$ cat config.mk
export PLATFORM = sky130hd
export DESIGN_NAME = stochastic_perf_monitor
export DESIGN_NICKNAME = d
export VERILOG_FILES = /design/src/hw/spm_pkg.sv /design/src/hw/stochastic_perf_monitor.sv
export VERILOG_INCLUDE_DIRS = /design/src /design/src/hw
export SDC_FILE = /design/constraint.sdc
export NUM_CORES = 1
export LEC_CHECK = 0
export BUFFER_PORTS_ARGS = -buffer_cell sky130_fd_sc_hd__buf_2
export CORE_MARGIN = 1
export CORE_UTILIZATION = 59
export DETAILED_ROUTE_END_ITERATION = 7
export PLACE_DENSITY = 0.82
export SLEW_MARGIN = 20
export SYNTH_ARGS = -nofsm -noshare
export SYNTH_HDL_FRONTEND = slang
export SYNTH_SLANG_ARGS = --single-unit
$ cat constraint.sdc
create_clock -name pclk -period 5.6 [get_ports pclk]
set_clock_uncertainty 0.2 [all_clocks]
set_input_delay 1.12 -clock pclk [delete_from_list [all_inputs] [get_ports pclk]]
set_output_delay 1.12 -clock pclk [all_outputs]
set_load 0.1 [all_outputs]
$ cat src/hw/spm_consts.svh
// Offsets, field positions, reset values and widths of the stochastic performance monitor.
`ifndef SPM_CONSTS_SVH
`define SPM_CONSTS_SVH
`define SPM_OFF_CONTROL   12'h044
`define SPM_OFF_ESTIMATE0 12'h048
`define SPM_OFF_ESTIMATE1 12'h04c
`define SPM_OFF_SAMPLES0  12'h050
`define SPM_OFF_SAMPLES1  12'h054
`define SPM_OFF_RESET     12'h058
`define SPM_SEL0_LSB      0
`define SPM_SEL1_LSB      4
`define SPM_SEL_W         3
`define SPM_CONTROL_MASK  32'h0000_0077
`define SPM_LFSR_W        31
`define SPM_LFSR_TAP      3
`define SPM_LFSR_SEED     31'h0000_0001
`define SPM_DEF_WIDTH     8
`define SPM_SAMPLE_W      16
`define SPM_SRC_N         5
`define SPM_GROUP_W       4
`endif

$ cat src/hw/spm_pkg.sv
// Types shared by the stochastic performance monitor.
package spm_pkg;
  typedef enum logic [2:0] {
    SRC_DISABLED, SRC_PAGE_BANK_MISS, SRC_WRBUF_HIT, SRC_READ_MERGE_HIT,
    SRC_WRBUF_FULL, SRC_RDBUF_HIT, SRC_RESERVED6, SRC_RESERVED7
  } source_select_e;
  typedef struct packed {
    logic page_bank_miss;
    logic wrbuf_hit;
    logic read_merge_hit;
    logic wrbuf_full;
    logic rdbuf_hit;
  } event_bits_s;
  typedef struct packed {
    logic        valid;
    event_bits_s bits;
  } event_sample_s;
endpackage

$ cat src/hw/stochastic_perf_monitor.sv
// Two stochastic integrators with source multiplexers, a shared random source and an APB port.
`timescale 1ns/100ps
`default_nettype none
`include "spm_consts.svh"

module stochastic_perf_monitor
  import spm_pkg::*;
#(
  parameter int WIDTH    = `SPM_DEF_WIDTH,
  parameter int SAMPLE_W = `SPM_SAMPLE_W,
  parameter int GROUP_W  = `SPM_GROUP_W
) (
  input  wire logic                 pclk,
  input  wire logic                 presetn,
  input  wire logic                 psel,
  input  wire logic                 penable,
  input  wire logic                 pwrite,
  input  wire logic [11:0]          paddr,
  input  wire logic [31:0]          pwdata,
  input  wire logic [3:0]           pstrb,
  output logic      [31:0]          prdata,
  output logic                      pready,
  output logic                      pslverr,
  input  wire logic                 dap_req,
  input  wire logic                 dap_write,
  input  wire logic [11:0]          dap_addr,
  input  wire logic [31:0]          dap_wdata,
  output logic      [31:0]          dap_rdata,
  output logic                      dap_ack,
  input  wire logic                 prog_reset,
  input  wire event_sample_s        events0,
  input  wire event_sample_s        events1,
  input  wire logic                 group_load0,
  input  wire logic                 group_load1,
  input  wire logic [GROUP_W-1:0]   group_value0,
  input  wire logic [GROUP_W-1:0]   group_value1,
  input  wire logic                 group_mode0,
  input  wire logic                 group_mode1
);

  localparam logic [WIDTH-1:0] MID_SCALE = {1'b1, {(WIDTH-1){1'b0}}};
  localparam logic [WIDTH-1:0] ALL_ONES  = '1;
  localparam logic [WIDTH-1:0] ALL_ZERO  = '0;

  //////////////////////////////////////////////////////////////////////////////////////////
  // Register writes: APB and the debug access port share one decoder. The debug port
  // wins a cycle in which both fire, and the APB access then simply waits a cycle.
  // The debug port holds dap_req until it sees dap_ack; a request still high after the
  // acknowledge cycle is taken as a fresh access, so the port must drop it promptly.

  logic [`SPM_SEL_W-1:0]  sel [2];
  logic [WIDTH-1:0]       estimate [2];
  logic [SAMPLE_W-1:0]    samples [2];
  logic                   apb_fire;
  logic                   acc_fire;
  logic                   acc_write;
  logic [11:0]            acc_addr;
  logic [31:0]            acc_wdata;
  logic [31:0]            acc_rdata;
  logic [31:0]            apb_rdata;
  logic                   apb_mapped;
  logic                   ctl_write;
  logic                   ctl_lane_ok;
  logic                   dap_busy;

  assign dap_busy    = dap_req && !dap_ack;
  assign apb_fire    = psel && penable && !dap_busy;
  assign acc_fire    = dap_busy || apb_fire;
  assign acc_write   = dap_busy ? dap_write : pwrite;
  assign acc_addr    = dap_busy ? dap_addr  : paddr;
  assign acc_wdata   = dap_busy ? dap_wdata : pwdata;
  assign ctl_lane_ok = dap_busy || pstrb[0];
  assign ctl_write   = acc_fire && acc_write && ctl_lane_ok
                       && acc_addr == `SPM_OFF_CONTROL;
  assign pready      = psel && penable && !dap_busy;

  // Debug reads go through the shared decoder; an unmapped address reads zero.
  always_comb begin
    acc_rdata = 32'h0000_0000;
    unique case (acc_addr)
      `SPM_OFF_CONTROL:   acc_rdata = {25'h0, sel[1], 1'b0, sel[0]};
      `SPM_OFF_ESTIMATE0: acc_rdata = 32'(estimate[0]);
      `SPM_OFF_ESTIMATE1: acc_rdata = 32'(estimate[1]);
      `SPM_OFF_SAMPLES0:  acc_rdata = 32'(samples[0]);
      `SPM_OFF_SAMPLES1:  acc_rdata = 32'(samples[1]);
      `SPM_OFF_RESET:     acc_rdata = 32'h0000_0000;
      default:            acc_rdata = 32'h0000_0000;
    endcase
  end

  // APB reads decode paddr on their own and load prdata through the setup and wait cycles,
  // so the word is already registered and stable at the edge where pready is high. The
  // value is a snapshot taken in the last setup or wait cycle, before pready rises.
  always_comb begin
    apb_rdata  = 32'h0000_0000;
    apb_mapped = 1'b1;
    unique case (paddr)
      `SPM_OFF_CONTROL:   apb_rdata = {25'h0, sel[1], 1'b0, sel[0]};
      `SPM_OFF_ESTIMATE0: apb_rdata = 32'(estimate[0]);
      `SPM_OFF_ESTIMATE1: apb_rdata = 32'(estimate[1]);
      `SPM_OFF_SAMPLES0:  apb_rdata = 32'(samples[0]);
      `SPM_OFF_SAMPLES1:  apb_rdata = 32'(samples[1]);
      `SPM_OFF_RESET:     apb_rdata = 32'h0000_0000;
      default:            apb_mapped = 1'b0;
    endcase
  end

  assign pslverr = pready && !apb_mapped;

  always_ff @(posedge pclk or negedge presetn) begin
    if (!presetn) begin
      prdata <= 32'h0000_0000;
    end else if (psel && !pwrite && !pready) begin
      prdata <= apb_rdata;
    end
  end

  always_ff @(posedge pclk or negedge presetn) begin
    if (!presetn) begin
      dap_rdata <= 32'h0000_0000;
      dap_ack   <= 1'b0;
    end else begin
      dap_ack <= dap_busy;
      if (dap_busy && !dap_write) begin
        dap_rdata <= acc_rdata;
      end
    end
  end

  // Programmable reset comes from the pin or from a write of bit 0 to the reset register.
  logic soft_reset;
  logic prog_reset_meta;
  logic prog_reset_sync;

  always_ff @(posedge pclk or negedge presetn) begin
    if (!presetn) begin
      prog_reset_meta <= 1'b0;
      prog_reset_sync <= 1'b0;
    end else begin
      prog_reset_meta <= prog_reset;
      prog_reset_sync <= prog_reset_meta;
    end
  end

  assign soft_reset = prog_reset_sync
                      || (acc_fire && acc_write && acc_addr == `SPM_OFF_RESET && acc_wdata[0]);

  // The select survives a programmable reset; only power-on reset clears it.
  always_ff @(posedge pclk or negedge presetn) begin
    if (!presetn) begin
      sel[0] <= '0;
      sel[1] <= '0;
    end else if (ctl_write) begin
      sel[0] <= acc_wdata[`SPM_SEL0_LSB +: `SPM_SEL_W];
      sel[1] <= acc_wdata[`SPM_SEL1_LSB +: `SPM_SEL_W];
    end
  end

  // After a programmable reset the integrators stay off until the select is rewritten.
  logic [1:0] armed;

  always_ff @(posedge pclk or negedge presetn) begin
    if (!presetn) begin
      armed <= 2'b00;
    end else if (ctl_write) begin
      armed <= 2'b11;
    end else if (soft_reset) begin
      armed <= 2'b00;
    end
  end

  //////////////////////////////////////////////////////////////////////////////////////////
  // Shared random source. It runs every cycle, so numbers seen by the two integrators
  // are the same, which costs a little independence but saves a second register.

  logic [`SPM_LFSR_W-1:0] lfsr;
  logic [WIDTH-1:0]       random;

  // The seed must be non-zero: an all-zero register would never leave that state.

  always_ff @(posedge pclk or negedge presetn) begin
    if (!presetn) begin
      lfsr <= `SPM_LFSR_SEED;
    end else begin
      lfsr <= {lfsr[`SPM_LFSR_W-2:0],
               lfsr[`SPM_LFSR_TAP-1] ^ lfsr[`SPM_LFSR_W-1]};
    end
  end

  assign random = {~lfsr[`SPM_LFSR_W-1], lfsr[`SPM_LFSR_W-2 -: (WIDTH-1)]};

  //////////////////////////////////////////////////////////////////////////////////////////
  // Integrators.

  event_sample_s        ev_meta [2];
  event_sample_s        ev_sync [2];
  logic                 gl_meta [2];
  logic                 gl_sync [2];
  logic [GROUP_W-1:0]   gv_meta [2];
  logic [GROUP_W-1:0]   gv_sync [2];
  logic                 gm_meta [2];
  logic                 gm_sync [2];

  // Each outside input passes two flops. The valid bit and the event bits travel in one
  // word, so they stay aligned as long as the source changes them in the same clock.
  always_ff @(posedge pclk or negedge presetn) begin
    if (!presetn) begin
      for (int i = 0; i < 2; i++) begin
        ev_meta[i] <= '0;
        ev_sync[i] <= '0;
        gl_meta[i] <= 1'b0;
        gl_sync[i] <= 1'b0;
        gv_meta[i] <= '0;
        gv_sync[i] <= '0;
        gm_meta[i] <= 1'b0;
        gm_sync[i] <= 1'b0;
      end
    end else begin
      ev_meta[0] <= events0;
      ev_meta[1] <= events1;
      gl_meta[0] <= group_load0;
      gl_meta[1] <= group_load1;
      gv_meta[0] <= group_value0;
      gv_meta[1] <= group_value1;
      gm_meta[0] <= group_mode0;
      gm_meta[1] <= group_mode1;
      for (int i = 0; i < 2; i++) begin
        ev_sync[i] <= ev_meta[i];
        gl_sync[i] <= gl_meta[i];
        gv_sync[i] <= gv_meta[i];
        gm_sync[i] <= gm_meta[i];
      end
    end
  end

  for (genvar m = 0; m < 2; m++) begin : g_mon
    logic               mux_bit;
    logic               mux_valid;
    logic               in_bit;
    logic               in_valid;
    logic               cmp_bit;
    logic               differ;
    logic               enabled;
    logic [GROUP_W-1:0] group;
    logic [$clog2(GROUP_W+1)-1:0] group_left;
    logic               wr_sel;

    assign enabled = armed[m] && sel[m] != SRC_DISABLED && sel[m] != SRC_RESERVED6
                     && sel[m] != SRC_RESERVED7;
    assign wr_sel  = ctl_write;

    always_comb begin
      mux_bit = 1'b0;
      unique case (source_select_e'(sel[m]))
        SRC_PAGE_BANK_MISS: mux_bit = ev_sync[m].bits.page_bank_miss;
        SRC_WRBUF_HIT:      mux_bit = ev_sync[m].bits.wrbuf_hit;
        SRC_READ_MERGE_HIT: mux_bit = ev_sync[m].bits.read_merge_hit;
        SRC_WRBUF_FULL:     mux_bit = ev_sync[m].bits.wrbuf_full;
        SRC_RDBUF_HIT:      mux_bit = ev_sync[m].bits.rdbuf_hit;
        SRC_DISABLED, SRC_RESERVED6, SRC_RESERVED7: mux_bit = 1'b0;
      endcase
    end
    assign mux_valid = ev_sync[m].valid;

    // Pulse group front end: a value v loads v ones which shift out one per cycle.
    // A load that comes while a group is still shifting is ignored; the source paces them.
    always_ff @(posedge pclk or negedge presetn) begin
      if (!presetn) begin
        group      <= '0;
        group_left <= '0;
      end else if (soft_reset || wr_sel) begin
        group_left <= '0;
      end else if (gm_sync[m] && gl_sync[m] && group_left == '0) begin
        for (int b = 0; b < GROUP_W; b++) begin
          group[b] <= (b < int'(gv_sync[m]));
        end
        group_left <= ($clog2(GROUP_W+1))'(GROUP_W);
      end else if (group_left != '0) begin
        group      <= group >> 1;
        group_left <= group_left - 1'b1;
      end
    end

    assign in_bit   = gm_sync[m] ? group[0] : mux_bit;
    assign in_valid = gm_sync[m] ? group_left != '0 : mux_valid;
    assign cmp_bit  = estimate[m] > random;
    assign differ   = in_bit ^ cmp_bit;

    // A step that would pass either end is dropped, so the counter never wraps.
    always_ff @(posedge pclk or negedge presetn) begin
      if (!presetn) begin
        estimate[m] <= MID_SCALE;
      end else if (soft_reset) begin
        estimate[m] <= MID_SCALE;
      end else if (enabled && in_valid && differ) begin
        if (in_bit && estimate[m] != ALL_ONES) begin
          estimate[m] <= estimate[m] + 1'b1;
        end else if (!in_bit && estimate[m] != ALL_ZERO) begin
          estimate[m] <= estimate[m] - 1'b1;
        end
      end
    end

    // The sample count saturates rather than wrapping, so a long run never looks fresh.
    always_ff @(posedge pclk or negedge presetn) begin
      if (!presetn) begin
        samples[m] <= '0;
      end else if (soft_reset || wr_sel) begin
        samples[m] <= '0;
      end else if (enabled && in_valid && samples[m] != '1) begin
        samples[m] <= samples[m] + 1'b1;
      end
    end
  end

endmodule // stochastic_perf_monitor

`default_nettype wire

==> qor.yml <==
start_kind: "input port"
cp-end-kind: "flip-flop"
finalNonFillerCells: 1159
violations: "DRC"
place_area_um2: 9412
power.switching_mw: 0.8960
ir_worst_vdd_mv: 0.2039
syn_area_um2: 8919
seq_area_frac_synth: 0.5139
overflow: 0
synthArstFlopShare: 1.000
rsz0062_at_grt: "false"
hold_buffers: 0
grt_max_degree: 83
stdcell_area_um2: 10010
route.detailed.drc: 14
synth_compound_gate_area_share: 0.1351
internal_power_mw: 2.173
post-place-ws_ns: 1.082
rows: 44
wire_per_inst_um: 17.56
worstPathMaxFanout: 38
dp_cells: 1127
worstRegToRegCells: 8
status: "complete, but fails checks"
comb_power_share: 0.148
fill_cells: 1116
fin_crit_ns: 4.156
cp_data_required_time_ns: 5.69
wl_mm: 20.36
post_cts_buffers: 0
drive_gt1_frac: 0.1641
worst_hold_path_type: "flip-flop to flip-flop"
hpwl_mm: 14.41
synth-main-ff-cell: "dfrtp_1"
mostFrequentLayoutCells: "dfrtp_1 (180), buf_2 (102), nor2_1 (90), nand2_1 (85), o21ai_0 (57)"
synthCells: 872
synthMuxAreaShare: 0.03802
vias: 6887
rrSetupSlack_ns: 1.71
reg2reg_to: "samples[3]"
root_buffer: "clkbuf_16"
drtIter0Drc: 488
slew_violations: 0
synthSimpleGateAreaFrac: 0.1584
swShare: 0.2919
multi_input_area_um2: 3945
gp_congestion: 0.9654
cts_resized: 0
postRouteAntennaNets: 0
synth_area_per_cell_um2: 10.23
nets: 1122
fmax_mhz: 240.6
setup-tns-final_ns: 0
p_seq_frac: 0.461
die_h_um: 124.9
clock_latency_ns: 0.44
synth.distinct_cells: 69
antenna_found_initial: 0
grt_pass1_vias: 6607
synth_xor_area_frac: 0.04517
avgViaCountPerCell: 5.942
synth-adder-area-share: 0.05219
die_w_um: 124.9
track_usage: 0.2750
clock-sinks: 183
floorplan.core_area_um2: 14640
clkPwrFrac: 0.392
synth_seq_cells: 183
cts_buffer_depth: 2
yosys_warnings: 0
firstDrtPassIters: 8
seqCellArea_um2: 4583
tightest_slew_ns: 0.9631
area_growth_pct: 12.21
power.static_leakage_nw: 4.576
die_area_um2: 15610
io_pins: 191
synth_edf_count: 0
endpoint: "samples[3]"
finalSetupViolations: 0
numCtsBuffers: 17
hold_violations: 0
r2r_start: "dap_ack"
critPathArrivalTime_ns: 4.25
max-cap-violations: 0
start_util: 0.6090
tritoncts: "yes"
worstSetupPathType: "input port to flip-flop"
grt_pass1_wl_mm: 33.03
cts.clk_slew.worst_paths_ns: 0.07
synth_top_family_by_area: "simple AND/OR/NAND/NOR gates"
power.density_nw_per_um2: 306.7
num_antenna_cells: 0
crit_path_start: "dap_req"
fin_crit_sh: 0.7422
post-route-util: 0.6834
fin_ws_ns: 1.444
mostFrequentLayoutCell: "dfrtp_1"
cts_max_level: 4
io_buffers: 103
max_slew_margin: 0.3560
-- power groups by stage --
stage | registers [mW] | logic (mW) | clock network [mW]
after floorplan | 1.43 | 0.363 | 0
after global placement | 1.43 | 0.441 | 0
after detailed placement | 1.44 | 0.454 | 0
after CTS | 1.41 | 0.456 | 1.22
after global routing | 1.42 | 0.502 | 1.27
final | 1.41 | 0.453 | 1.20
-- Yosys cell counts, types with 3 or more instances --
library cell | count | share of area
nand2_1 | 85 | 0.036
nor2b_1 | 11 | 0.0077
xor2_1 | 16 | 0.016
a21oi_1 | 33 | 0.019
nand4_1 | 13 | 0.0091
a221oi_1 | 9 | 0.0088
nor3_1 | 13 | 0.0073
dfrtp_1 | 180 | 0.51
mux2i_1 | 29 | 0.033
a211oi_1 | 14 | 0.012
o31ai_1 | 3 | 0.0025
o21ai_0 | 57 | 0.032
o22ai_1 | 3 | 0.0021
dfstp_2 | 3 | 0.0088
nor2_1 | 90 | 0.038
ha_1 | 34 | 0.048
inv_1 | 24 | 0.010
clkbuf_1 | 23 | 0.0097
o211ai_1 | 3 | 0.0025
or3_1 | 3 | 0.0021
a22o_1 | 3 | 0.0029
nor4_1 | 9 | 0.0063
a21o_1 | 5 | 0.0042
nand2b_1 | 7 | 0.0049
nor3b_1 | 7 | 0.0059
and3_1 | 13 | 0.0091
or4_1 | 3 | 0.0025
a22oi_1 | 27 | 0.023
nand3_1 | 31 | 0.017
buf_4 | 32 | 0.027
buf_2 | 9 | 0.0051
xnor2_1 | 30 | 0.029
-- per-stage QoR --
stage,hold slack (ns),total power [mW]
floorplan,0.1312,1.795
detailed placement,0.1347,1.892
global route,0.1543,3.194
CTS,0.1445,3.085
global placement,0.1320,1.875
finish,0.1441,3.069
-- cell type report --
type / instances / area share
well taps: 184 / 0.02301
clock buffers: 18 / 0.04389
clock inverters: 14 / 0.01563
inverters: 25 / 0.009377
flip-flops and latches: 183 / 0.4580
multi-input cells: 627 / 0.3942
repair buffers: 108 / 0.05589
-- kinds of logic after synthesis --
kind of cell	after synthesis
buffers and inverters	93
XOR/XNOR	46
multiplexers	33
adder cells (fa/ha/maj)	36
flip-flops	183
other	1
AO/OA/AOI/OAI	182
AND/OR/NAND/NOR	298
-- critical path: stages --
cell      delay (ns)
buf_2           0.09
nand2b_2        0.08
inv_2           0.29
mux2_4          0.35
a21oi_4         0.41
nand2b_1        0.23
or4_1           0.85
nand2_2         0.67
nor2_1          0.13
-- sequential cells by signal (all words and copies together) (netlist names) --
| name | flops |
|---|---|
| samples | 32 |
| lfsr | 31 |
| dap_rdata | 16 |
| estimate | 16 |
| prdata | 16 |
| ev_meta | 12 |
| ev_sync | 10 |
| g_mon.group | 8 |
| gv_meta | 8 |
| gv_sync | 8 |
| g_mon.group_left | 6 |
| sel | 6 |
| g_mon.mux_valid | 2 |
| gl_meta | 2 |
| gl_sync | 2 |
| gm_meta | 2 |
| gm_sync | 2 |
| armed | 1 |
| dap_ack | 1 |
| prog_reset_meta | 1 |
| prog_reset_sync | 1 |
-- per-layer routing --
layer | wire length [um] | vias up | part of all wire | global-route usage
met5 | 0 | - | 0 | 0
met4 | 844 | 0 | 0.041 | 0.1542
met3 | 1487 | 67 | 0.073 | 0.05263
met2 | 9463 | 333 | 0.46 | 0.4263
met1 | 8560 | 3304 | 0.42 | 0.3678
li1 | - | 3183 | - | -
-- worst min-delay path by stage --
| stage | cells after the start | endpoint | startpoint |
|---|---|---|---|
| after global placement | 0 | ev_sync[0] | ev_meta[0] |
| after global routing | 0 | ev_sync[0] | ev_meta[0] |
| after CTS | 0 | ev_sync[0] | ev_meta[0] |
| final | 0 | ev_sync[0] | ev_meta[0] |
| after detailed placement | 0 | ev_sync[1] | ev_meta[1] |
| after floorplan | 0 | ev_sync[0] | ev_meta[0] |
No activity file was read; power rests on OpenSTA's default activity.
